[src/hdl/timer_counter_defs.svh]
// Constants for the timer counter: clock source codes, widths and reset values.
`ifndef TIMER_COUNTER_DEFS_SVH
`define TIMER_COUNTER_DEFS_SVH

// =============================================================
// Clock source select codes
`define CLK_SRC_OFF       2'h0
`define CLK_SRC_BUS       2'h1
`define CLK_SRC_FIXED     2'h2
`define CLK_SRC_EXT       2'h3

// =============================================================
// Widths and reset values
`define COUNT_W           16
`define PRESCALE_W        3
`define PRESCALE_CNT_W    7
`define COUNT_RESET       16'h0000
`define PRESCALE_RESET    7'h00
`define BYTE_RESET        8'h00
`define CHAN_COUNT        2

`endif

[src/hdl/timer_counter_pkg.sv]
// Types shared by the timer counter and its surroundings.
`include "timer_counter_defs.svh"
package timer_counter_pkg;

   // =============================================================
   // Timer control as one carrier.
   typedef struct packed {
      logic [1:0]               clock_source_select;
      logic [`PRESCALE_W-1:0]   prescale;
   } timer_ctrl_t;

   // =============================================================
   // One pin as its driven level and output enable.
   typedef struct packed {
      logic out;
      logic oe;
   } pin_drive_t;

   // Byte access strobes on the counter.
   typedef struct packed {
      logic rd_high;
      logic rd_low;
      logic wr_high;
      logic wr_low;
      logic wr_status_control;
   } count_access_t;

endpackage : timer_counter_pkg

[src/hdl/timer_counter_core.sv]
// One timer: clock selection, prescaler, counter with coherent byte reads, shared pins.
// Operation
// - each channel uses one pin shared with a general-purpose port pin.
// - route bit feeds comparator into channel 0 capture, channel 0 pin unavailable.
// - clock source select 1:1 picks the external timer clock pin.
// - the one external clock pin may clock both timers and modulo timer together.
// - an unbonded second channel still runs internally as a software compare.
// - any write to either counter byte clears counter and prescaler.
// - in background debug mode counter reads return the frozen current counter.
// - in debug mode writes to status/control or counter bytes clear the latch.
`timescale 1ns/1ps
`default_nettype none
`include "timer_counter_defs.svh"
module timer_counter_core #(
   parameter int unsigned CHANS      = `CHAN_COUNT,
   parameter bit          CH1_BONDED = 1'b1
) (
   input  wire logic                          clock_i,
   input  wire logic                          rst_i,
   input  wire timer_counter_pkg::timer_ctrl_t ctrl_i,
   input  wire timer_counter_pkg::count_access_t access_i,
   input  wire logic                          background_debug_mode_i,
   input  wire logic                          comparator_to_capture_route_i,
   input  wire logic                          analog_comparator_i,
   input  wire logic                          external_timer_clock_pin_i,
   input  wire logic                          fixed_tick_i,
   input  wire logic [CHANS-1:0]              chan_enable_i,
   input  wire logic [CHANS-1:0]              chan_compare_mode_i,
   input  wire logic [CHANS*`COUNT_W-1:0]     chan_value_i,
   input  wire timer_counter_pkg::pin_drive_t [CHANS-1:0] gpio_i,
   input  wire logic [CHANS-1:0]              timer_channel_pin_i,
   output var  timer_counter_pkg::pin_drive_t [CHANS-1:0] timer_channel_pin_o,
   output logic [CHANS-1:0]                   chan_event_o,
   output logic [CHANS*`COUNT_W-1:0]          chan_capture_o,
   output logic [`COUNT_W-1:0]                count_o,
   output logic [7:0]                         read_data_o,
   output logic                               external_timer_clock_o
);
   import timer_counter_pkg::*;

   // =============================================================
   // State
   logic [`COUNT_W-1:0]        count_ff,   nxt_count;
   logic [`PRESCALE_CNT_W-1:0] presc_ff,   nxt_presc;
   logic [`COUNT_W-1:0]        latch_ff,   nxt_latch;
   logic                       latch_v_ff, nxt_latch_v;
   logic [7:0]                 rdata_ff,   nxt_rdata;
   logic                       ext_prev_ff;
   logic                       ext_tick_ff;
   logic                       src_tick;
   logic                       count_tick;
   logic                       cnt_write;
   logic [`PRESCALE_CNT_W-1:0] presc_mask;

   // =============================================================
   // External clock edge, offered to every timer and the modulo timer.
   always_ff @(posedge clock_i or posedge rst_i) begin
      if (rst_i) begin
         ext_prev_ff <= 1'b0;
         ext_tick_ff <= 1'b0;
      end else begin
         ext_prev_ff <= external_timer_clock_pin_i;
         ext_tick_ff <= external_timer_clock_pin_i & ~ext_prev_ff;
      end
   end
   assign external_timer_clock_o = ext_tick_ff;

   // =============================================================
   // Counter, prescaler and coherency latch next values.
   // The counter holds while debug is active unless a counter byte is written, so debug reads see one stable value.
   always_comb begin
      cnt_write  = access_i.wr_high | access_i.wr_low;
      presc_mask = `PRESCALE_CNT_W'((1 << ctrl_i.prescale) - 1);
      case (ctrl_i.clock_source_select)
         `CLK_SRC_OFF:   src_tick = 1'b0;
         `CLK_SRC_BUS:   src_tick = 1'b1;
         `CLK_SRC_FIXED: src_tick = fixed_tick_i;
         `CLK_SRC_EXT:   src_tick = ext_tick_ff;
         default:        src_tick = 1'b0;
      endcase
      src_tick   = src_tick & ~background_debug_mode_i;
      count_tick = src_tick && ((presc_ff & presc_mask) == presc_mask);
      nxt_presc  = src_tick ? presc_ff + `PRESCALE_CNT_W'(1) : presc_ff;
      nxt_count  = count_tick ? count_ff + `COUNT_W'(1) : count_ff;
      if (cnt_write) begin
         nxt_presc = `PRESCALE_RESET;
         nxt_count = `COUNT_RESET;
      end
      nxt_latch   = latch_ff;
      nxt_latch_v = latch_v_ff;
      nxt_rdata   = rdata_ff;
      if (background_debug_mode_i) begin
         if (access_i.rd_high) nxt_rdata = count_ff[15:8];
         if (access_i.rd_low)  nxt_rdata = count_ff[7:0];
         if (cnt_write || access_i.wr_status_control) begin
            nxt_latch_v = 1'b0;
         end
      end else if (access_i.rd_high || access_i.rd_low) begin
         // A second read takes the held byte; a first read snapshots both halves.
         if (latch_v_ff) begin
            nxt_rdata   = access_i.rd_high ? latch_ff[15:8] : latch_ff[7:0];
            nxt_latch_v = 1'b0;
         end else begin
            nxt_rdata   = access_i.rd_high ? count_ff[15:8] : count_ff[7:0];
            nxt_latch   = count_ff;
            nxt_latch_v = 1'b1;
         end
      end else if (cnt_write) begin
         nxt_latch_v = 1'b0;
      end
   end

   // Registering of the counter group.
   always_ff @(posedge clock_i or posedge rst_i) begin
      if (rst_i) begin
         count_ff   <= `COUNT_RESET;
         presc_ff   <= `PRESCALE_RESET;
         latch_ff   <= `COUNT_RESET;
         latch_v_ff <= 1'b0;
         rdata_ff   <= `BYTE_RESET;
      end else begin
         count_ff   <= nxt_count;
         presc_ff   <= nxt_presc;
         latch_ff   <= nxt_latch;
         latch_v_ff <= nxt_latch_v;
         rdata_ff   <= nxt_rdata;
      end
   end
   assign count_o     = count_ff;
   assign read_data_o = rdata_ff;

   // =============================================================
   // Channels: pin sharing, capture and compare, one copy per channel.
   for (genvar ch = 0; ch < CHANS; ch++) begin : g_chan
      logic             routed;
      logic             bonded;
      logic             cap_in;
      logic             cap_prev_ff, nxt_cap_prev;
      logic             evt_ff,      nxt_evt;
      logic             cmp_out_ff,  nxt_cmp_out;
      logic [`COUNT_W-1:0] cap_ff,   nxt_cap;
      pin_drive_t       pin_ff,      nxt_pin;

      assign routed = (ch == 0) && comparator_to_capture_route_i;
      assign bonded = (ch != 1) || CH1_BONDED;

      // The comparator replaces the pin, so a floating pin cannot disturb capture.
      always_comb begin
         cap_in       = routed ? analog_comparator_i : timer_channel_pin_i[ch];
         nxt_cap_prev = cap_in;
         nxt_evt      = 1'b0;
         nxt_cap      = cap_ff;
         nxt_cmp_out  = cmp_out_ff;
         if (chan_enable_i[ch] || routed) begin
            if (chan_compare_mode_i[ch] && !routed) begin
               // Compare runs whether or not the pin is bonded out.
               if (count_tick && nxt_count == chan_value_i[ch*`COUNT_W +: `COUNT_W]) begin
                  nxt_evt     = 1'b1;
                  nxt_cmp_out = ~cmp_out_ff;
               end
            end else if (cap_in && !cap_prev_ff) begin
               nxt_evt = 1'b1;
               nxt_cap = count_ff;
            end
         end
         if (routed || !bonded) begin
            nxt_pin = '{out: 1'b0, oe: 1'b0};
         end else if (chan_enable_i[ch]) begin
            nxt_pin = '{out: cmp_out_ff, oe: chan_compare_mode_i[ch]};
         end else begin
            nxt_pin = gpio_i[ch];
         end
      end

      // Registering of the channel group.
      always_ff @(posedge clock_i or posedge rst_i) begin
         if (rst_i) begin
            cap_prev_ff <= 1'b0;
            evt_ff      <= 1'b0;
            cmp_out_ff  <= 1'b0;
            cap_ff      <= `COUNT_RESET;
            pin_ff      <= '{out: 1'b0, oe: 1'b0};
         end else begin
            cap_prev_ff <= nxt_cap_prev;
            evt_ff      <= nxt_evt;
            cmp_out_ff  <= nxt_cmp_out;
            cap_ff      <= nxt_cap;
            pin_ff      <= nxt_pin;
         end
      end
      assign timer_channel_pin_o[ch]                   = pin_ff;
      assign chan_event_o[ch]                          = evt_ff;
      assign chan_capture_o[ch*`COUNT_W +: `COUNT_W]   = cap_ff;
   end
endmodule : timer_counter_core
`default_nettype wire

[config.mk]
export PLATFORM = sky130hd
export DESIGN_NAME = timer_counter_core
export DESIGN_NICKNAME = d
export VERILOG_FILES = /design/src/hdl/timer_counter_pkg.sv /design/src/hdl/timer_counter_core.sv
export VERILOG_INCLUDE_DIRS = /design/src /design/src/hdl
export SDC_FILE = /design/constraint.sdc
export NUM_CORES = 1
export LEC_CHECK = 0
export BUFFER_PORTS_ARGS = -buffer_cell sky130_fd_sc_hd__buf_4
export CORE_ASPECT_RATIO = 0.7
export CORE_MARGIN = 5
export CORE_UTILIZATION = 49
export CTS_CLUSTER_SIZE = 28
export DETAILED_ROUTE_END_ITERATION = 10
export PLACE_DENSITY_LB_ADDON = 0.25
export SLEW_MARGIN = 15
export SYNTH_ARGS = -nofsm -noshare
export SYNTH_HDL_FRONTEND = slang
export SYNTH_SLANG_ARGS = --single-unit
export TNS_END_PERCENT = 10
[constraint.sdc]
create_clock -name clock_i -period 2.73 [get_ports clock_i]
set_input_delay 0.273 -clock clock_i [delete_from_list [all_inputs] [get_ports clock_i]]
set_output_delay 0.273 -clock clock_i [all_outputs]
set_load 0.03 [all_outputs]
# == Yosys cells after proc, flatten, opt, wreduce, memory -nomap -nowiden ==
# Cells that the tools add are included.
# Widths: inputs -> output; s select.
# word_totals
elab_cells,94
reg_bits,92
output_inout_bits,63
in_bits,59
# op_classes
n_reduce_logical,23
n_bitwise,11
eq_ne,8
addsub,3
mux,29
n_shift,1
# ops
operator,count
$mux 8,7
$eq 16x16->1,2
$mux 16,2
$add 16x1->16 const B,1
$reduce_and 3->1,5
$mux 1,14
$mux 7,2
$add 7x1->7 const B,1
$and 7x7->7,1
$eq 7x7->1,1
$not 1->1,7
$shl 1x3->7 const A,1
$sub 7x2->7 const B,1
$logic_and 1x1->1,6
$mux 2,3
$eq 2x2->1 const B,2
$pmux 1 s4,1
$reduce_and 2->1,2
$reduce_bool 2->1,2
$logic_not 1->1,3
$logic_or 1x1->1,3
$ne 3x3->1 const B,1
$reduce_bool 3->1,1
$and 1x1->1,2
4 further kinds,4

# == Longest topological paths before layout ==
# Gate-level depths: netlist (run 1).
# depth
depth_word,12
ltp_mapped,11
ltp_nobuf,10

# == Least setup slack after synthesis (run 1) ==
# Ideal clock, no wire load.
# synth_timing
path_type,register to register
start,register count_ff[1] (netlist: count_o[1])
end,register g_chan[0].cmp_out_ff
path_stages_with_launch,10
required_ns,2.603
slack_ns,-0.018
synth_period_minus_slack_ns,2.748
path_buffers,0
setup_time_ns,0.127
arrival_ns,2.620
cell_sequence,dfrtp_1 -> ha_1 -> and3_1 -> o211ai_1 -> or4_1 -> a21oi_2 -> xor2_1 -> nor4_2 -> o2111ai_1 -> xnor2_1
# synth_between
elab_chain_cells,6
# synth_lines
item,line,source
start: declaration,timer_counter_core.sv:43,"logic [`COUNT_W-1:0] count_ff, nxt_count;"
start signal: assignment,timer_counter_core.sv:116,count_ff <= `COUNT_RESET;
start signal: assignment,timer_counter_core.sv:122,count_ff <= nxt_count;
$add 16x1->16,timer_counter_core.sv:84,nxt_count = count_tick ? count_ff + `COUNT_W'(1) : count_ff;
$mux 16,timer_counter_core.sv:84,
$mux 16,timer_counter_core.sv:85,if (cnt_write) begin
net nxt_count[14],timer_counter_core.sv:43,
$eq 16x16->1,timer_counter_core.sv:157,if (count_tick && nxt_count == chan_value_i[ch*`COUNT_W +: `COUNT_W]) begin
$logic_and 1x1->1,timer_counter_core.sv:157,
$reduce_and 3->1 (no line),n/a,
end signal: assignment,timer_counter_core.sv:186,cmp_out_ff <= nxt_cmp_out;
end: declaration,timer_counter_core.sv:140,"logic cmp_out_ff, nxt_cmp_out;"
# The timed path passes the listed nets, and every way through them passes these cells.
# A chain may end at the register's enable or synchronous reset.

# == Worst setup path in the final report (run 1) ==
# layout_timing
start,register count_ff[0] (netlist: count_o[0])
end,register g_chan[0].cmp_out_ff
# layout_between
elab_chain_cells,6
# layout_lines
item,line
$add 16x1->16,timer_counter_core.sv:84
$mux 16 (*),timer_counter_core.sv:84
$mux 16 (*),timer_counter_core.sv:85
$eq 16x16->1 (*),timer_counter_core.sv:157
$logic_and 1x1->1 (*),timer_counter_core.sv:157
$reduce_and 3->1 (no line) (*),n/a
# Mark *: on every way between the ends. The rest lies on a longest branch, timed or not.

==> impl_metrics.ini, run 1 <==
[logic_synthesis]
ys_ff_latch = 92
yosysSeqAreaShare = 0.458
synth_area_per_cell_um2 = 10.8
synthArstFlopShare = 1.00
synth_edf_count = 0
yosys_most_used_dff = dfrtp_1
netlist_area_um2 = 5030
ys_types = 66
ys_warn_count = 0
synthCells = 465
synth_nets = 526

[floorplan]
die_area_um2 = 12400
ios = 122
core_area_um2 = 9870
rows = 30
die_y_um = 94.7
initial_core_util = 0.509
die_w_um = 131

[routing]
dr.pass1.iters = 5
num_vias = 4417
viasPerCell = 5.71
wire_per_inst_um = 20.0
drc = 0
ant_nets = 0
drt_first_iter_violations = 490
drt-total-wl_um = 15500

[timing]
tightest_slew_ns = 1.01
fin_setup_tns_ns = -0.135
period_minus_slack_ns = 2.85
slew_headroom = 0.322
finalMaxSlewViolations = 0
setup_violations = 2
post-route-period-util = 1.04
fin_ws_ns = -0.121
rsz0062_at_grt = yes
finalHoldViolCount = 0
fmaxAchievable_mhz = 351
clock-skew-final_ns = 0.00880

[setup_path]
required_ns = 2.96
crit_chain = ha_1 > nor3b_4 > buf_4 > xnor2_2 > o2111ai_1 > nor4_2 > or4b_4 > nor4_4 > o2111ai_2 > xnor2_1
startpoint_type = flop
cpMaxStageDelayCell = or4b_4
crit_family = simple AND/OR/NAND/NOR gates
slowest_delay_ns = 0.52
worst_ep_arrival_time_ns = 3.08
criticalPathCategory = flop to flop
worstSetupEndpointType = flop
path_max_fanout = 3
path_buf_inv = 1
r2r_setup_slack_ns = -0.12

[grt]
antenna_found_initial = 0
grt_use_total = 0.255
grt_max_degree = 45
grt_pass1_vias = 4337
gr-total-overflow = 0
grt_pass1_wl_um = 24000

[clock_tree]
postCtsHoldBufs = 0
cts_tree = yes
insertion_delay_ns = 0.34
numCtsBuffers = 9
cts.sinks = 92
htreeDepth = 3
root_buffer = clkbuf_16
clk_path_buf_depth = 2
cts.clk_slew.worst_paths_ns = 0.07

[power_and_ir_drop]
leakagePower_nw = 3.38
peakVddDrop_v = 0.000406
finalPower_w = 0.00309
power_density_nw_per_um2 = 445

[outcome]
status = finished, violations left
violations = setup timing

[placement]
dp_hpwl_um = 11500
placed_area_um2 = 6540
numPortBuffers = 121
gp_congestion = 0.924

[layout]
area_growth_pct = 38.4
n_antenna_cell = 0
final_area_um2 = 6960
final_util = 0.705
nets = 701
drive_gt1_frac = 0.453

[worst_hold_path]
worstHoldPathType = input pin to flop

[run]
cap_violations = 0
area by class of cell:
class                           instances  area, µm²
Clock buffer                           11        253
Clock inverter                          5       67.6
Fill cell                             727       2920
Inverter                               17       65.1
Multi-Input combinational cell        328       2650
Sequential cell                        92       2300
Tap cell                              128        160
Timing Repair Buffer                  192       1450
cell families (layout without fill, tap and decap cells):
kind of cell,Yosys count,in the layout,synth area share
compound gates,81,81,0.112
mux,73,73,0.177
flops,92,92,0.458
xor+xnor,34,34,0.0592
simple gates,138,138,0.150
buf+inv,45,225,0.0376
fa+ha+maj,2,2,0.00498
cells in the final DEF (no fill, tap or decap), types with 3 or more instances in the layout:
master and count:
o31ai_1 3, o211ai_1 3, and2_1 4, nand2b_1 6, and4_1 3, nor2b_1 7, and3_1 5, a211oi_1 3
o2111ai_1 4, nor3_2 4, xnor2_1 23, nor3_1 8, nor4_2 5, o21a_1 4, mux2_2 49, mux4_2 8
o21ai_1 5, nand4_1 4, xor2_1 10, nor4_1 5, o31a_1 4, dfrtp_1 92, inv_1 15, o21ai_0 23
nor2_1 26, buf_4 191, mux2i_1 16, nand2_1 31, nand3_1 10, or3_1 4, clkbuf_16 9, a21oi_1 9
final timing paths:
kind | start | to | cells after the start
worst max-delay path | count_o[0] | g_chan[0].cmp_out_ff | 10
worst min-delay path | timer_channel_pin_i[1] | g_chan[1].cap_prev_ff | 1
worst max register to register | count_o[0] | g_chan[0].cmp_out_ff | 10
worst min register to register | ext_prev_ff | external_timer_clock_o | 1
max in group asynchronous | rst_i | g_chan[0].cap_ff[2] | 3
min in group asynchronous | rst_i | presc_ff[0] | 2
timing repair:
action	4_1_cts	5_1_grt
gates resized for setup	4	12
setup buffers	1	0
endpoints found under the setup margin	4	4
pin swaps	1	5
where the power goes:
group / switching, W / leakage (nW) / internal (W) / total [W]
clock: 0.000558 / 0.158 / 0.000773 / 0.00133
sequential: 0.00000938 / 1.26 / 0.00138 / 0.00139
combinational: 0.000206 / 1.96 / 0.000165 / 0.000371
registers in the layout (all words and copies together) (netlist names):
name                    flops
read_data_o                 8
timer_channel_pin_o         4
latch_v_ff                  1
count_o                    16
g_chan.cmp_out_ff           2
g_chan.cap_ff              32
ext_prev_ff                 1
external_timer_clock_o      1
presc_ff                    7
g_chan.cap_prev_ff          2
g_chan.evt_ff               2
latch_ff                   16
per-layer routing:
layer	global-route usage	vias to the layer above	wire, µm
li1	-	2030	-
met1	0.372	2163	7000
met2	0.380	208	6750
met3	0.0712	16	1510
met4	0.0591	0	212
met5	0	-	0
per-stage QoR:
step | setup slack, ns | hold WS [ns] | std cells
global route | -0.197 | 0.0226 | 773
floorplan | -0.0176 | 0.304 | 465
global placement | -0.0712 | 0.384 | 756
detailed placement | -0.119 | 0.394 | 756
finish | -0.121 | 0.0414 | 773
CTS | -0.0734 | 0.0291 | 773
synthesized netlist by cell type, types with 2 or more instances:
library cell	n	share of area
dfrtp_1	92	0.46
mux2_2	49	0.11
nand2_1	31	0.023
nor2_1	26	0.019
o21ai_0	24	0.024
xnor2_1	24	0.042
clkbuf_1	20	0.015
inv_1	16	0.012
mux2i_1	16	0.032
nand3_1	10	0.010
nor3_1	10	0.010
nor4_1	10	0.012
xor2_1	10	0.017
a21oi_1	9	0.0090
mux4_2	8	0.036
nor2b_1	7	0.0087
nand2b_1	6	0.0075
and3_1	5	0.0062
o2111ai_1	5	0.0087
and2_1	4	0.0050
buf_2	4	0.0040
nand4_1	4	0.0050
o21a_1	4	0.0060
o21ai_1	4	0.0040
o31a_1	4	0.0070
or3_1	4	0.0050
a211oi_1	3	0.0045
and4_1	3	0.0052
nor3_2	3	0.0060
nor3b_1	3	0.0045
o211ai_1	3	0.0045
o31ai_1	3	0.0045
a31o_2	2	0.0035
buf_4	2	0.0030
ha_1	2	0.0050
o211a_1	2	0.0040
o22ai_1	2	0.0025
o32ai_1	2	0.0035
o41ai_1	2	0.0035
Power figures use the tool's default switching activity.
==> run 2, diff against run 1 <==
- SETUP_SLACK_MARGIN: default -> 0.5
==> run 2 against run 1 <==
Compared with the run above: the flow now finishes without violations; critical endpoint unchanged; largest cell class unchanged; largest power group unchanged; hold slack lost 0.0040 ns; sequential power is essentially flat; non-clock buffer count shrank 11; sequential cell count is the same.
==> impl_metrics.ini, run 2 (synthesis results as in run 1) <==
[timing]
slew_headroom = 0.377
setup_violations = 0
fmaxAchievable_mhz = 371
tightest_slew_ns = 0.932
whs_ns = 0.0374
period_minus_slack_ns = 2.70
finalMaxSlewViolations = 0
rsz0062_at_grt = yes
clock-skew-final_ns = 0.00597
post-route-period-util = 0.988
finalHoldViolCount = 0

[setup_path]
worst_ep_arrival_time_ns = 2.93
worstSetupEndpointType = flop
path_common_cell = xnor2_1
timing.rr.start = count_o[0]
slowest_delay_ns = 0.52
startpoint = count_o[0]
startpoint_type = flop
cpMaxStageDelayCell = or4b_4
required_ns = 2.96
crit_chain = ha_4 > nor3b_4 > xnor2_1 > o2111ai_1 > nor4_2 > or4b_4 > nor4_4 > o2111ai_2 > xnor2_1
criticalPathCategory = flop to flop
path_max_fanout = 4

[grt]
grt_pass1_vias = 4430
grt_max_degree = 40
gr-total-overflow = 0
antenna_found_initial = 0
grt_use_total = 0.260
grt_pass1_wl_um = 24400

[clock_tree]
postCtsHoldBufs = 0
numCtsBuffers = 9
insertion_delay_ns = 0.35
cts.clk_slew.worst_paths_ns = 0.08
root_buffer = clkbuf_16
cts.sinks = 92
htreeDepth = 3
cts_tree = yes
clk_path_buf_depth = 2

[floorplan]
ios = 122
die_area_um2 = 12400
die_w_um = 131
initial_core_util = 0.509
rows = 30
core_area_um2 = 9870
die_y_um = 94.7

[routing]
drc = 0
drt_first_iter_violations = 407
ant_nets = 0
drt-total-wl_um = 15400
wire_per_inst_um = 20.2
num_vias = 4369
dr.pass1.iters = 5
viasPerCell = 5.73

[worst_hold_path]
hp-start = timer_channel_pin_i[1]
worstHoldPathType = input pin to flop

[power_and_ir_drop]
power_density_nw_per_um2 = 439
peakVddDrop_v = 0.000350
leakagePower_nw = 3.30

[layout]
mostFrequentLayoutCell = buf_4
regMostFlops = g_chan.cap_ff
n_antenna_cell = 0
layout_common_cells = buf_4, dfrtp_1, mux2_2, nand2_1, nor2_1
nets = 690
final_util = 0.698
area_growth_pct = 37.1
drive_gt1_frac = 0.468
n_fill_cell = 734
largest_reg_flops = 32

[outcome]
status = complete, no violations

[placement]
numPortBuffers = 121
dp_hpwl_um = 11600
gp_congestion = 0.937

[run]
cap_violations = 0
[run 2: path summary, 6_finish.rpt]
kind / end / slack, ns / cells after the start
max: g_chan[0].cmp_out_ff / 0.03 / 9
min: g_chan[1].cap_prev_ff / 0.04 / 1
max reg2reg: g_chan[0].cmp_out_ff / 0.03 / 9
min reg2reg: external_timer_clock_o / 0.40 / 1
max in group asynchronous: g_chan[1].cap_ff[3] / 1.98 / 3
min in group asynchronous: external_timer_clock_o / 0.12 / 2
[run 2: routing by layer]
layer,vias up,global-route usage,routed length [µm]
met2,209,0.386,6730
met4,0,0.0488,162
met3,14,0.0882,1680
met5,-,0,0
li1,2010,-,-
met1,2136,0.373,6810
[run 2: metrics by stage]
| stage | power [W] | setup TNS (ns) | cells | instance area (µm²) | setup WS (ns) |
|---|---|---|---|---|---|
| finish | 0.00302 | 0 | 762 | 6890 | 0.0326 |
| detailed placement | 0.00178 | -0.0676 | 745 | 6530 | -0.0676 |
| global route | 0.00313 | -0.369 | 762 | 6890 | -0.147 |
| CTS | 0.00304 | 0 | 762 | 6870 | 0.0424 |
| global placement | 0.00178 | 0 | 745 | 6530 | 0.0423 |
| floorplan | 0.00160 | 0 | 465 | 5110 | 0.204 |
[run 2: layout make-up]
cell class	count	area, µm²	share of cell area
Timing Repair Buffer	181	1380	0.201
Clock inverter	7	72.6	0.0105
Tap cell	128	160	0.0232
Multi-Input combinational cell	328	2670	0.387
Sequential cell	92	2320	0.336
Inverter	17	67.6	0.00980
Clock buffer	9	225	0.0327
[run 2: worst max-delay path, delay by kind of cell (launching register included)]
| kind | cells | cell delay [ns] |
|---|---|---|
| xor+xnor | 2 | 0.32 |
| flops | 1 | 0.45 |
| fa+ha+maj | 1 | 0.29 |
| compound gates | 2 | 0.32 |
| simple gates | 4 | 1.21 |
[run 2: where the power goes]
part	internal, W	switching [W]	total, W	leakage [nW]
clock network	0.000647	0.000616	0.00126	0.143
logic	0.000164	0.000199	0.000364	1.91
registers	0.00138	0.0000157	0.00140	1.24
total	0.00219	0.000831	0.00302	3.30
[run 2: what timing repair did]
action	4_1_cts	5_1_grt
gates resized for setup	6	6
pin swaps	1	0
buffers inserted	1	0
endpoints found under the hold margin	0	0
endpoints found under the setup margin	4	4
